File: src/include/tc_status_regs.vh
// Operation
// - report head entry position in entries
// - report destination FIFO occupancy count zero to four
// - occupancy four is full at depth four
// - empty FIFO takes programmed request immediately
// - partly full takes request only if source idle
// - full FIFO holds requests back
// - full clears only when head request completes
// - write status pending while writes outstanding
// - source active bit shows servicing
// - program busy bit shows set occupied
// - status word read-only with reset values
// - depth code: 0=1,1=2,2=4,3 reserved
`ifndef TC_STATUS_REGS_VH
`define TC_STATUS_REGS_VH
// ************************************************************
// register map
// ************************************************************
`define TC_STATUS_ADDR 4'h0
`define TC_CONFIG_ADDR 4'h4
`define TC_STATUS_RESET 32'h0000_0000
// ************************************************************
// field positions
// ************************************************************
`define BIT_PROG_BUSY 0
`define BIT_SRC_ACTIVE 1
`define BIT_WS_PENDING 2
`define OCC_LSB 4
`define OCC_MSB 6
`define HEAD_LSB 11
`define HEAD_MSB 12
`define DEPTH_LSB 8
`define DEPTH_MSB 9
// ************************************************************
// depth codes and limits
// ************************************************************
`define DEPTH_CODE_1 2'h0
`define DEPTH_CODE_2 2'h1
`define DEPTH_CODE_4 2'h2
`define FIFO_MAX 3'h4
`define WS_CNT_MAX 8'hFF
`endif

File: src/dma_tc_channel_status.v
`timescale 1ns/1ps
`include "tc_status_regs.vh"
module dma_tc_channel_status
(
  input wire clk,
  input wire reset_n,
  input wire [3:0] avs_address,
  input wire avs_read,
  input wire avs_write,
  input wire [31:0] avs_writedata,
  input wire [3:0] avs_byteenable,
  output reg [31:0] avs_readdata,
  output reg avs_waitrequest,
  output reg avs_response_err,
  input wire transfer_request_valid,
  input wire src_done,
  input wire head_done,
  input wire write_issued,
  input wire write_status_returned,
  output reg program_set_busy,
  output reg source_set_active,
  output reg transfer_request_start
);
// ************************************************************
// state
// ************************************************************
reg [2:0] dest_fifo_occupancy;
reg [1:0] dest_fifo_head_offset;
reg [7:0] ws_count;
reg write_status_pending;
reg [1:0] dest_fifo_depth_code;
reg [2:0] depth_entries;
reg fifo_full;
reg can_move;
reg move;
reg pop;
reg [1:0] next_head;
reg [31:0] status_word;
reg [31:0] next_readdata;
// ************************************************************
// depth decode and transfer gating
// ************************************************************
always @*
begin
  case (dest_fifo_depth_code)
    `DEPTH_CODE_1: depth_entries = 3'h1;
    `DEPTH_CODE_2: depth_entries = 3'h2;
    `DEPTH_CODE_4: depth_entries = `FIFO_MAX;
    default: depth_entries = `FIFO_MAX;
  endcase
  fifo_full = (dest_fifo_occupancy >= depth_entries);
  pop = head_done && (dest_fifo_occupancy != 3'h0);
  // head wraps at the configured depth; a four-entry FIFO wraps by itself
  case (dest_fifo_depth_code)
    `DEPTH_CODE_1: next_head = 2'h0;
    `DEPTH_CODE_2: next_head = {1'b0, ~dest_fifo_head_offset[0]};
    default: next_head = dest_fifo_head_offset + 2'h1;
  endcase
  if (dest_fifo_occupancy == 3'h0)
    can_move = 1'b1;
  else if (!fifo_full)
    can_move = !source_set_active;
  else
    can_move = 1'b0;
  move = program_set_busy && can_move;
end
// ************************************************************
// program set, source set, destination FIFO
// ************************************************************
always @(posedge clk or negedge reset_n)
begin
  if (!reset_n)
  begin
    program_set_busy <= 1'b0;
    source_set_active <= 1'b0;
    transfer_request_start <= 1'b0;
    dest_fifo_occupancy <= 3'h0;
    dest_fifo_head_offset <= 2'h0;
  end
  else
  begin
    transfer_request_start <= move;
    // new request latched only when idle; controller holds it otherwise
    if (move)
      program_set_busy <= 1'b0;
    else if (transfer_request_valid && !program_set_busy)
      program_set_busy <= 1'b1;
    // the source set picks up the moved request; done wins no race with a new move
    if (move)
      source_set_active <= 1'b1;
    else if (src_done)
      source_set_active <= 1'b0;
    if (move && !pop)
      dest_fifo_occupancy <= dest_fifo_occupancy + 3'h1;
    else if (pop && !move)
      dest_fifo_occupancy <= dest_fifo_occupancy - 3'h1;
    if (pop)
      dest_fifo_head_offset <= next_head;
  end
end
// ************************************************************
// write status tracking
// ************************************************************
always @(posedge clk or negedge reset_n)
begin
  if (!reset_n)
  begin
    ws_count <= 8'h00;
    write_status_pending <= 1'b0;
  end
  else
  begin
    // counter saturates; issue and return in one cycle cancel out
    if (write_issued && !write_status_returned && ws_count != `WS_CNT_MAX)
    begin
      ws_count <= ws_count + 8'h01;
      write_status_pending <= 1'b1;
    end
    else if (write_status_returned && !write_issued && ws_count != 8'h00)
    begin
      ws_count <= ws_count - 8'h01;
      write_status_pending <= (ws_count != 8'h01);
    end
  end
end
// ************************************************************
// avalon slave: status read-only, depth code writable
// ************************************************************
always @*
begin
  status_word = `TC_STATUS_RESET;
  status_word[`BIT_PROG_BUSY] = program_set_busy;
  status_word[`BIT_SRC_ACTIVE] = source_set_active;
  status_word[`BIT_WS_PENDING] = write_status_pending;
  status_word[`OCC_MSB:`OCC_LSB] = dest_fifo_occupancy;
  status_word[`HEAD_MSB:`HEAD_LSB] = dest_fifo_head_offset;
  next_readdata = 32'h0000_0000;
  if (avs_address == `TC_STATUS_ADDR)
    next_readdata = status_word;
  else if (avs_address == `TC_CONFIG_ADDR)
    next_readdata[`DEPTH_MSB:`DEPTH_LSB] = dest_fifo_depth_code;
end
always @(posedge clk or negedge reset_n)
begin
  if (!reset_n)
  begin
    avs_readdata <= 32'h0000_0000;
    avs_waitrequest <= 1'b1;
    avs_response_err <= 1'b0;
    dest_fifo_depth_code <= `DEPTH_CODE_4;
  end
  else
  begin
    // one wait cycle per access: waitrequest drops for a single cycle
    avs_waitrequest <= !((avs_read || avs_write) && avs_waitrequest);
    if ((avs_read || avs_write) && avs_waitrequest)
    begin
      avs_response_err <= (avs_address != `TC_STATUS_ADDR) &&
                          (avs_address != `TC_CONFIG_ADDR);
      if (avs_read)
        avs_readdata <= next_readdata;
      // depth changes only while the FIFO is empty to keep the pointer valid
      if (avs_write && avs_address == `TC_CONFIG_ADDR && avs_byteenable[1] &&
          dest_fifo_occupancy == 3'h0 && avs_writedata[`DEPTH_MSB:`DEPTH_LSB] != 2'h3)
        dest_fifo_depth_code <= avs_writedata[`DEPTH_MSB:`DEPTH_LSB];
    end
  end
end
endmodule // dma_tc_channel_status

File: config.mk
export PLATFORM = sky130hd
export DESIGN_NAME = dma_tc_channel_status
export DESIGN_NICKNAME = d
export VERILOG_FILES = /design/src/dma_tc_channel_status.v
export VERILOG_INCLUDE_DIRS = /design/src /design/src/include
export SDC_FILE = /design/constraint.sdc
export NUM_CORES = 1
export LEC_CHECK = 0
export BUFFER_PORTS_ARGS = -buffer_cell sky130_fd_sc_hd__clkbuf_2
export CAP_MARGIN = 20
export CORE_MARGIN = 2
export CORE_UTILIZATION = 41
export CTS_CLUSTER_DIAMETER = 100
export DETAILED_ROUTE_END_ITERATION = 16
export PLACE_DENSITY = 0.81
export SYNTH_ARGS = -nofsm -noshare
export SYNTH_HDL_FRONTEND = slang
export SYNTH_SLANG_ARGS = --single-unit
File: constraint.sdc
create_clock -name clk -period 2.6 [get_ports clk]
set_input_delay 0.65 -clock clk [delete_from_list [all_inputs] [get_ports clk]]
set_output_delay 0.65 -clock clk [all_outputs]
set_load 0.01 [all_outputs]
## Word level (Yosys, flattened, before mapping)

Cells that the tools add are included.

- Register bits: 53
- Bits in latches: 0
- RAM bits: 0
- Bits in read-only memories: 0
- Output and inout bits: 37
- Logic and storage cells: 77
- Memories: 0

- $add $sub $neg: 5
- Multipliers: 0
- Div/mod/pow operators: 0
- $lt $le $gt $ge: 1
- Eq/ne operators: 6
- Shift operators: 0
- Mux-type cells: 18
- Bitwise gates (word level): 1
- Reduce and logical (&&, ||, !) cells: 35

Operators by type and width:

| cell | number |
|---|---|
| $mux W8 | 2 |
| $logic_and A1 B1 Y1 | 15 |
| $mux W3 | 3 |
| $add A8 B1 Y8 const B | 1 |
| $mux W1 | 8 |
| $ne A8 B1 Y1 const B | 1 |
| $ne A8 B8 Y1 const B | 1 |
| $reduce_bool A2 Y1 | 4 |
| $reduce_bool A8 Y1 | 1 |
| $sub A8 B1 Y8 const B | 1 |
| $logic_not A1 Y1 | 7 |
| $mux W7 | 1 |
| $pmux W3 S2 | 1 |
| $eq A4 B3 Y1 const B | 1 |
| $logic_not A4 Y1 | 1 |
| $mux W2 | 2 |
| $ne A4 B3 Y1 const B | 1 |
| $pmux W2 S2 | 1 |
| $reduce_and A2 Y1 | 2 |
| $reduce_bool A4 Y1 | 1 |
| $add A3 B1 Y3 const B | 1 |
| $ge A3 B3 Y1 | 1 |
| $logic_not A3 Y1 | 1 |
| $reduce_bool A3 Y1 | 1 |
| 7 further kinds | 7 |

## Logic depth before layout (Yosys ltp)

Gate-level depths: netlist of the first run.

- Depth in word-level cells: 10
- Mapped depth: 12

## Least setup slack after synthesis of the first run

No wires, ideal clock.

- Path type: register -> register
- From: register dest_fifo_depth_code[1]
- To: register dest_fifo_occupancy[2]
- Arrival: 2664 ps
- Required time: 2521 ps
- Path slack: -143 ps
- Stages on the path, launching flop included: 13
- Cells stage by stage: dfstp_2 -> nor2_1 -> ha_1 -> nand2b_1 -> a21o_1 -> a211o_1 -> a21boi_1 -> ha_1 -> inv_1 -> fa_1 -> xor2_1 -> nor2_1 -> xor2_1

- Word-level cells in the longest chain between the ends: 9
- Elaborated cells on any way between the ends: 12
- Classes of those cells: order compare (1); eq/ne (1); mux (4); reduce/logical (6)

Ends and longest elaborated chain:

| element | line | text |
|---|---|---|
| from (decl) | dma_tc_channel_status.v:31 | `reg [1:0] dest_fifo_depth_code;` |
| from (signal assigned) | dma_tc_channel_status.v:150 | `` dest_fifo_depth_code <= `DEPTH_CODE_4; `` |
| from (signal assigned) | dma_tc_channel_status.v:165 | `` dest_fifo_depth_code <= avs_writedata[`DEPTH_MSB:`DEPTH_LSB]; `` |
| $eq A2 B1 Y1 or $logic_not A2 Y1 (tied branches) | dma_tc_channel_status.v:45 | `case (dest_fifo_depth_code)` |
| $pmux W3 S2 (*) | dma_tc_channel_status.v:45 |  |
| $ge A3 B3 Y1 (*) | dma_tc_channel_status.v:51 | `fifo_full = (dest_fifo_occupancy >= depth_entries);` |
| $mux W1 (*) | dma_tc_channel_status.v:61 | `else if (!fifo_full)` |
| $mux W1 (*) | dma_tc_channel_status.v:59 | `if (dest_fifo_occupancy == 3'h0)` |
| $logic_and A1 B1 Y1 (*) | dma_tc_channel_status.v:65 | `move = program_set_busy && can_move;` |
| named net move | dma_tc_channel_status.v:35 | `reg move;` |
| $logic_not A1 Y1 | dma_tc_channel_status.v:95 | `else if (pop && !move)` |
| $logic_and A1 B1 Y1 | dma_tc_channel_status.v:95 |  |
| $reduce_bool A2 Y1 (no source line) | -- |  |
| to (signal assigned) | dma_tc_channel_status.v:94 | `dest_fifo_occupancy <= dest_fifo_occupancy + 3'h1;` |
| to (signal assigned) | dma_tc_channel_status.v:96 | `dest_fifo_occupancy <= dest_fifo_occupancy - 3'h1;` |
| to (decl) | dma_tc_channel_status.v:27 | `reg [2:0] dest_fifo_occupancy;` |

The timed path passes the listed nets; every way through them passes the cells marked *.
A chain may end at the register's enable or synchronous reset.

## Worst setup path after layout of the first run

Ends and elaborated chain as after synthesis.

==> reports/qor.yml, run 1 <==
outcome:
  status: "completed"
cells_and_area:
  regArea_sq_um: 778
  nets: 255
  drive_gt1_frac: 0.313
  area_growth_pct: 17.5
  fin_cells: 248
  multi_input_area_sq_um: 866
  diodes: 0
  fillers: 378
  fin_util: 0.505
floorplan:
  rows: 23
  die_w_microns: 69.0
  start_util: 0.430
  die_area_sq_um: 4760
  ios: 86
  coreArea_sq_um: 4030
  die_y_microns: 69.0
hold_path:
  hold_class: "in -> async"
cts:
  clk-insertion-delay-late_ns: 0.28
  htreeDepth: 2
  clkTransAtPathRegs_ns: 0.06
  cts_root_buf: "clkbuf_8"
  postCtsHoldBufs: 0
  cts_sinks: 31
  numCtsBuffers: 5
  cts_buffer_depth: 2
  cts_tree: "built"
logic_synthesis:
  yosysSeqAreaShare: 0.449
  synth_edf_count: 0
  synth.avg_cell_area_sq_um: 11.0
  synth_cell_type_count: 43
  yosys_register_bits: 31
  syn_inst: 157
  synth_flop_cell: "dfrtp_1"
  synth_area_sq_um: 1730
  yosys_warnings: 0
  ys_async_sr_fraction: 1.00
timing:
  hold_viol: 0
  rsz0062_at_grt: "true"
  worst_pin_slew_ns: 0.745
  fin_setup_tns_ns: 0
  fin_crit_sh: 1.00
  clock_skew_ns: 0.00333
  maxSlewHeadroom: 0.503
  setup_violations: 0
  fin_crit_ns: 2.60
  slew_viol_final: 0
  fmax_ghz: 0.385
drt:
  firstDrtPassIters: 4
  drt_iter0_markers: 69
  dr_total_vias: 1191
  ant_nets: 0
  drcViolationCount: 0
  wire_per_inst_microns: 11.7
  viasPerCell: 4.80
  wl_mm: 2.89
power_and_ir_drop:
  power_density_nw_per_um2: 929
  ir_worst_vdd_mv: 0.380
  p_leak_nw: 1.02
worst_setup_path:
  path_cells: "nor2_4, ha_4, nand2b_4, a21o_1, a211o_1, a21boi_2, ha_2, inv_2, fa_2, xor2_1, nor2_1, xor2_1"
  path_class: "reg -> reg"
  critPathMaxFanout: 3
  crit_arrival_ns: 2.80
  max_stage_delay_ns: 0.57
  rr_endpoint: "dest_fifo_occupancy[2]"
  slowest_stage: "dfstp_2"
  required_ns: 2.80
  cp-start-kind: "flip-flop"
  r2r_cells: 12
  path_common_cell: "xor2_1"
  cp-startpoint: "dest_fifo_depth_code[1]"
  worst-path-buf-inv: 1
  r2r_slack_ns: 0.001
  regToRegStartpoint: "dest_fifo_depth_code[1]"
  path_delay_family: "adder cells"
  end_kind: "flip-flop"
global_routing:
  grt_max_degree: 32
  grt_usage: 0.136
  grt_first_pass_wirelength_mm: 5.30
  grt_overflow: 0
  antenna_found_initial: 0
  grt_pass1_vias: 1180
placed_design:
  dp_hpwl_mm: 2.17
  placedCellCount: 240
  gp_congestion: 0.848
  port_buffers: 30
flow_run:
  drv_cap: 0
## cells in the final DEF, fill, tap and decap left out, drive strengths merged, types with 3 or more instances in the layout
| cell type | instances |
|---|---|
| a21o | 3 |
| a22o | 10 |
| and3 | 3 |
| buf | 6 |
| clkbuf | 38 |
| conb | 22 |
| dfrtp | 29 |
| ha | 8 |
| inv | 9 |
| mux2 | 3 |
| nand2 | 8 |
| nand2b | 3 |
| nor2 | 12 |
| nor3 | 3 |
| o21ai | 3 |
| xnor2 | 6 |
| xor2 | 4 |
## cell type report
| type | instances | area share |
|---|---|---|
| multi-input combinational | 114 | 0.425 |
| sequential | 31 | 0.382 |
| timing repair buffer | 36 | 0.0959 |
| clock buffer | 8 | 0.0492 |
| tap | 50 | 0.0307 |
| inverter | 9 | 0.0166 |
## layer usage
layer	wire [microns]	track usage
met5	0	0
met4	44	0.0523
met3	139	0.0439
met2	1360	0.205
met1	1350	0.182
## how the worst max path moves through the flow
stage	to	cells after the start	slack, ns
finish	dest_fifo_occupancy[2]	12	0.001
global placement	dest_fifo_occupancy[2]	12	0.01
CTS	dest_fifo_occupancy[2]	12	-0.03
global route	dest_fifo_occupancy[2]	12	-0.11
floorplan	dest_fifo_occupancy[2]	12	0.02
detailed placement	dest_fifo_occupancy[2]	12	-0.01
## where the power goes
part | internal [W] | leakage (nW) | switching, W | total (W)
registers | 0.000611 | 0.387 | 0.000164 | 0.000775
logic | 0.000358 | 0.583 | 0.000344 | 0.000703
clock network | 0.000241 | 0.0515 | 0.000172 | 0.000414
## flip-flops by register name (all words and copies together) (netlist names)
register	count
avs_response_err	1
dest_fifo_occupancy	3
transfer_request_start	1
dest_fifo_depth_code	2
dest_fifo_head_offset	2
avs_readdata	10
ws_count	8
avs_waitrequest	1
source_set_active	1
program_set_busy	1
write_status_pending	1
## metrics by stage
step / hold WS (ns) / setup WS (ns) / instance area, sq um / total power, W
after floorplan: 0.354 / 0.0152 / 1820 / 0.00126
after global placement: 0.477 / 0.0112 / 1910 / 0.00141
after detailed placement: 0.480 / -0.0145 / 1910 / 0.00144
after CTS: 0.449 / -0.0318 / 2010 / 0.00188
after global routing: 0.487 / -0.108 / 2040 / 0.00205
final: 0.422 / 0.000973 / 2040 / 0.00189
## timing repair
item	CTS	global route
endpoints found under the setup margin	1	2
gates resized for setup	1	4
buffers inserted	0	0
pin swaps	1	0
gates cloned	0	0
## Yosys cell counts (all sizes together), types with 2 or more instances
| master | instances | area, sq um |
|---|---|---|
| xnor2 | 6 | 52.6 |
| mux2 | 3 | 33.8 |
| a211oi | 2 | 15.0 |
| inv | 9 | 33.8 |
| a31oi | 2 | 12.5 |
| a2111oi | 2 | 42.5 |
| a21oi | 2 | 10.0 |
| dfstp | 2 | 52.6 |
| dfrtp | 29 | 726 |
| xor2 | 4 | 35.0 |
| nand2b | 3 | 18.8 |
| nand3 | 2 | 10.0 |
| nor2 | 12 | 45.0 |
| a21boi | 2 | 15.0 |
| and3 | 3 | 18.8 |
| a22o | 10 | 87.6 |
| o21ai | 3 | 18.8 |
| a21o | 3 | 22.5 |
| ha | 8 | 100 |
| nor3 | 3 | 25.0 |
| nand2 | 8 | 30.0 |
| buf | 23 | 170 |
## cells by family after synthesis
group | synth area share
muxes | 0.0253
other | 0.00216
adders and majority gates | 0.0693
buffers and inverters | 0.120
xor gates and xnor gates | 0.0505
AOI/OAI and AO/OA | 0.165
and+or+nand+nor | 0.119
DFF | 0.449
Power figures use the tool's default switching activity.
==> run 2: changes to the inputs <==
--- a/config.mk
+++ b/config.mk
@@ -12,6 +12,7 @@
 export CORE_UTILIZATION = 41
 export CTS_CLUSTER_DIAMETER = 100
 export DETAILED_ROUTE_END_ITERATION = 16
+export MAX_ROUTING_LAYER = met4
 export PLACE_DENSITY = 0.81
 export SYNTH_ARGS = -nofsm -noshare
 export SYNTH_HDL_FRONTEND = slang
==> run 2 against run 1 <==
Net effect: sequential share of layout area unchanged; utilization is the same; sequential power is essentially flat; global-route usage is 0.39 points higher; cell count is the same; final area did not move; combinational power barely moved; fmax is essentially flat; critical path type unchanged; highest routed layer unchanged.
==> reports/qor.yml, run 2 (synthesis results as in run 1) <==
cts:
  cts_setup_buffers: 0
  cts_buffer_depth: 2
  clk-insertion-delay-late_ns: 0.28
  cts_sinks: 31
  htreeDepth: 2
  clkTransAtPathRegs_ns: 0.06
  numCtsBuffers: 5
  cts_tree: "built"
  cts_root_buf: "clkbuf_8"
drt:
  wl_mm: 2.88
  drt_iter0_markers: 69
  drcViolationCount: 0
  wire_per_inst_microns: 11.6
  firstDrtPassIters: 4
  ant_nets: 0
  viasPerCell: 4.80
  dr_total_vias: 1190
outcome:
  status: "completed"
floorplan:
  die_y_microns: 69.0
  die_w_microns: 69.0
  coreArea_sq_um: 4030
  rows: 23
  start_util: 0.430
  die_area_sq_um: 4760
  ios: 86
timing:
  slew_viol_final: 0
  setup_violations: 0
  fmax_ghz: 0.385
  fin_hold_ws_ns: 0.422
  rsz0062_at_grt: "true"
  clock_skew_ns: 0.00337
  worst_pin_slew_ns: 0.745
  fin_crit_ns: 2.60
  fin_crit_sh: 1.00
  maxSlewHeadroom: 0.503
  hold_viol: 0
power_and_ir_drop:
  swShare: 0.360
  ir_worst_vdd_mv: 0.380
  power.internal_w: 0.00121
  p_leak_nw: 1.02
  p_seq_frac: 0.410
  p_sw_w: 0.000680
  power_density_nw_per_um2: 929
  clock_power_share: 0.219
  pwr-share-comb: 0.371
cells_and_area:
  diodes: 0
  top_regs: "avs_readdata x10, ws_count x8, dest_fifo_occupancy x3"
  mostFrequentLayoutCell: "clkbuf_2"
  fin_util: 0.505
  fin_cells: 248
  regMostFlops: "avs_readdata"
  nets: 255
  drive_gt1_frac: 0.313
  layout_common_cells: "clkbuf_2 (30), dfrtp_1 (29), conb_1 (22), nor2_1 (11), a22o_1 (10)"
  area_growth_pct: 17.5
  largest_reg_flops: 10
worst_setup_path:
  required_ns: 2.80
  cp-start-kind: "flip-flop"
  crit_arrival_ns: 2.80
  path_class: "reg -> reg"
  end_kind: "flip-flop"
  critPathMaxFanout: 3
flow_run:
  drv_cap: 0
placed_design:
  placedCellCount: 240
  port_buffers: 30
  dp_hpwl_mm: 2.17
  gp_congestion: 0.862
global_routing:
  grt_first_pass_wirelength_mm: 5.30
  grt_overflow: 0
  grt_pass1_vias: 1179
  antenna_found_initial: 0
  grt_max_degree: 32
  grt_usage: 0.140
hold_path:
  hold_class: "in -> async"
run 2: cell counts in the layout (fill, tap and decap cells not counted):
No cell type changed its count.
run 2: metal layers:
| layer | share of wire | vias up | routed length (microns) | global-route usage |
|---|---|---|---|---|
| li1 | - | 584 | - | - |
| met4 | 0.0076 | 0 | 22 | 0.0523 |
| met3 | 0.042 | 2 | 120 | 0.0409 |
| met2 | 0.48 | 29 | 1380 | 0.205 |
| met5 | 0 | - | 0 | - |
| met1 | 0.47 | 575 | 1360 | 0.184 |
run 2: worst paths after layout:
kind	startpoint	slack, ns	to	depth (start not counted)
min reg2reg	avs_waitrequest	0.49	avs_waitrequest	1
max reg2reg	dest_fifo_depth_code[1]	0.0009	dest_fifo_occupancy[2]	12
min	reset_n	0.42	avs_readdata[9]	1
max in group asynchronous	reset_n	1.70	avs_readdata[1]	1
min in group clk	avs_waitrequest	0.49	avs_waitrequest	1
max	dest_fifo_depth_code[1]	0.0009	dest_fifo_occupancy[2]	12
run 2: final cells by class:
cell class / instances / area (sq um)
Multi-Input combinational cell: 114 / 866
Clock buffer: 8 / 100
Tap cell: 50 / 62.6
Inverter: 9 / 33.8
Fill cell: 378 / 1990
Timing Repair Buffer: 36 / 195
Sequential cell: 31 / 778
run 2: stage by stage:
| step | setup TNS, ns | setup slack (ns) | instance area, sq um | total power [W] |
|---|---|---|---|---|
| 3_5_place_dp | -0.0145 | -0.0145 | 1910 | 0.00144 |
| 5_1_grt | -0.147 | -0.108 | 2040 | 0.00205 |
| 3_3_place_gp | 0 | 0.0112 | 1910 | 0.00141 |
| 2_1_floorplan | 0 | 0.0152 | 1820 | 0.00126 |
| 6_report | 0 | 0.000902 | 2040 | 0.00189 |
| 4_1_cts | -0.0318 | -0.0318 | 2010 | 0.00188 |
run 2: power groups by stage:
stage,sequential (W),combinational (W),clock [W]
after floorplan,0.000757,0.000501,0
after global placement,0.000775,0.000632,0
after detailed placement,0.000780,0.000658,0
after CTS,0.000774,0.000678,0.000425
after global routing,0.000806,0.000799,0.000444
final,0.000775,0.000702,0.000414
run 2: timing repair:
action | 4_1_cts | 5_1_grt
resized for setup | 1 | 4
setup endpoints to repair | 1 | 2
hold buffers | 0 | 0
pin swaps | 1 | 0
run 2: critical path, stage by stage (launching register included):
cell,delay (ns)
dfstp_2,0.57
nor2_4,0.05
ha_4,0.20
nand2b_4,0.13
a21o_1,0.15
a211o_1,0.26
a21boi_2,0.14
ha_2,0.20
inv_2,0.04
fa_2,0.34
xor2_1,0.15
nor2_1,0.12
xor2_1,0.16
==> run 3: changes to the inputs <==
--- a/config.mk
+++ b/config.mk
@@ -8,12 +8,14 @@
 export LEC_CHECK = 0
 export BUFFER_PORTS_ARGS = -buffer_cell sky130_fd_sc_hd__clkbuf_2
 export CAP_MARGIN = 20
+export CELL_PAD_IN_SITES_DETAIL_PLACEMENT = 1
+export CELL_PAD_IN_SITES_GLOBAL_PLACEMENT = 1
 export CORE_MARGIN = 2
-export CORE_UTILIZATION = 41
+export CORE_UTILIZATION = 30
 export CTS_CLUSTER_DIAMETER = 100
 export DETAILED_ROUTE_END_ITERATION = 16
 export MAX_ROUTING_LAYER = met4
-export PLACE_DENSITY = 0.81
+export PLACE_DENSITY = 0.8
 export SYNTH_ARGS = -nofsm -noshare
 export SYNTH_HDL_FRONTEND = slang
 export SYNTH_SLANG_ARGS = --single-unit
==> run 3 against run 2 <==
Net effect: critical path depth is the same; global-route usage increased by 0.38 points; via count increased by 8.7%; fmax down 2.4%; clock-buffer cell count shrank 1; the run now ends with setup timing left; worst setup slack got worse by 0.064 ns; cell count increased by 13%; die area rose by 34%; non-clock buffer count grew 11; utilization down 12 points.
==> reports/qor.yml, run 3 (synthesis results as in run 1) <==
timing:
  slew_viol_final: 0
  fin_setup_tns_ns: -0.111
  fin_crit_sh: 1.02
  rsz0062_at_grt: "true"
  clock_skew_ns: 0.00284
  fin_crit_ns: 2.66
  hold_viol: 0
  worst_pin_slew_ns: 0.778
  setup_violations: 2
  fmax_ghz: 0.376
  maxSlewHeadroom: 0.482
  setup_ws_ns: -0.0626
cts:
  cts_root_buf: "clkbuf_8"
  clkTransAtPathRegs_ns: 0.06
  htreeDepth: 2
  cts_buffer_depth: 2
  cts_tree: "built"
  cts_sinks: 31
  clk-insertion-delay-late_ns: 0.28
  numCtsBuffers: 5
global_routing:
  grt_pass1_vias: 1338
  antenna_found_initial: 0
  grt_overflow: 0
  grt_max_degree: 32
  grt_first_pass_wirelength_mm: 6.70
  grt_usage: 0.144
cells_and_area:
  fillers: 660
  multi_input_area_sq_um: 866
  regArea_sq_um: 778
  final_cell_area_sq_um: 2130
  nets: 266
  largest_reg_flops: 10
  layout_common_cells: "clkbuf_2 (30), dfrtp_1 (29), conb_1 (22), buf_4 (17), nor2_1 (11)"
  mostFrequentLayoutCell: "clkbuf_2"
  fin_cells: 281
  regMostFlops: "avs_readdata"
  drive_gt1_frac: 0.344
  area_growth_pct: 22.7
  top_regs: "avs_readdata x10, ws_count x8, dest_fifo_occupancy x3"
  diodes: 0
worst_setup_path:
  end_kind: "flip-flop"
  crit_cells: 12
  worst-path-buf-inv: 1
  required_ns: 2.81
  cp-start-kind: "flip-flop"
  path_common_cell: "xor2_1"
  critPathMaxFanout: 3
  path_delay_family: "adder cells"
  max_stage_delay_ns: 0.58
  regToRegStartpoint: "dest_fifo_depth_code[1]"
  crit_arrival_ns: 2.88
  r2r_cells: 12
  cp-startpoint: "dest_fifo_depth_code[1]"
  slowest_stage: "dfstp_2"
  rr_endpoint: "dest_fifo_occupancy[2]"
  r2r_slack_ns: -0.06
  path_cells: "nor2_4, ha_4, nand2b_4, a21o_1, a211o_1, a21boi_2, ha_2, inv_2, fa_2, xor2_1, nor2_1, xor2_1"
  endpoint: "dest_fifo_occupancy[2]"
  path_class: "reg -> reg"
placed_design:
  port_buffers: 30
  placedCellCount: 263
  place_ws_ns: -0.102
  gp_congestion: 0.806
  postPlaceCellArea_sq_um: 1940
  dp_hpwl_mm: 2.89
drt:
  firstDrtPassIters: 4
  wire_per_inst_microns: 14.6
  drt_iter0_markers: 32
  wl_mm: 4.11
  dr_total_vias: 1294
  drcViolationCount: 0
  viasPerCell: 4.60
  ant_nets: 0
floorplan:
  die_area_sq_um: 6400
  ios: 86
  die_y_microns: 80
  die_w_microns: 80
  rows: 27
  start_util: 0.313
  coreArea_sq_um: 5540
power_and_ir_drop:
  power_density_nw_per_um2: 958
  p_leak_nw: 1.07
  ir_worst_vdd_mv: 0.297
outcome:
  violations: "setup timing"
  status: "complete, but fails checks"
hold_path:
  hold_class: "in -> async"
flow_run:
  drv_cap: 0
run 3: changes by cell type in the layout (fill, tap and decap cells not counted), sizes merged:
cell and delta:
buf +11, clkbuf -1, clkinv +1
run 3: layout make-up:
| cell class | count | share of cell area |
|---|---|---|
| well taps | 72 | 0.0424 |
| multi-input cells | 114 | 0.407 |
| clock inverters | 1 | 0.00235 |
| flip-flops and latches | 31 | 0.366 |
| repair buffers | 47 | 0.131 |
| inverters | 9 | 0.0159 |
| clock buffers | 7 | 0.0359 |
run 3: worst register-to-register path, stage by stage (launching register included):
cell,delay (ns)
dfstp_2,0.58
nor2_4,0.05
ha_4,0.23
nand2b_4,0.13
a21o_1,0.16
a211o_1,0.27
a21boi_2,0.17
ha_2,0.22
inv_2,0.04
fa_2,0.33
xor2_1,0.14
nor2_1,0.13
xor2_1,0.14
run 3: how the worst min path moves through the flow:
stage               startpoint                       end  slack, ns
3_5_place_dp   avs_waitrequest           avs_waitrequest       0.48
3_3_place_gp   avs_waitrequest           avs_waitrequest       0.48
6_report               reset_n          avs_readdata[11]       0.43
2_1_floorplan          reset_n           avs_readdata[0]       0.35
5_1_grt                reset_n  dest_fifo_head_offset[1]       0.48
4_1_cts                reset_n           avs_readdata[4]       0.46
run 3: per-layer routing:
layer	vias up	part of all wire	track usage
li1	601	-	-
met1	623	0.40	0.155
met2	51	0.51	0.246
met3	19	0.055	0.0407
met4	0	0.033	0.0627
met5	-	0	-
run 3: timing repair:
action	4_1_cts	5_1_grt
endpoints found under the setup margin	2	5
pin swaps	7	5
buffers inserted	11	2
resized for setup	5	2
hold buffers	0	0
run 3: power by group:
part           total, W  leakage [nW]  switching [W]  internal (W)
clock network  0.000365        0.0422       0.000178      0.000187
registers      0.000775         0.387       0.000164      0.000611
logic          0.000897         0.636       0.000423      0.000474
total           0.00204          1.07       0.000764       0.00127
run 3: metrics by stage:
step / hold slack (ns) / power, W / util
2_1_floorplan: 0.354 / 0.00126 / -
3_3_place_gp: 0.481 / 0.00144 / 0.350
3_5_place_dp: 0.484 / 0.00149 / 0.350
4_1_cts: 0.462 / 0.00206 / 0.385
5_1_grt: 0.481 / 0.00221 / 0.384
6_report: 0.433 / 0.00204 / 0.384
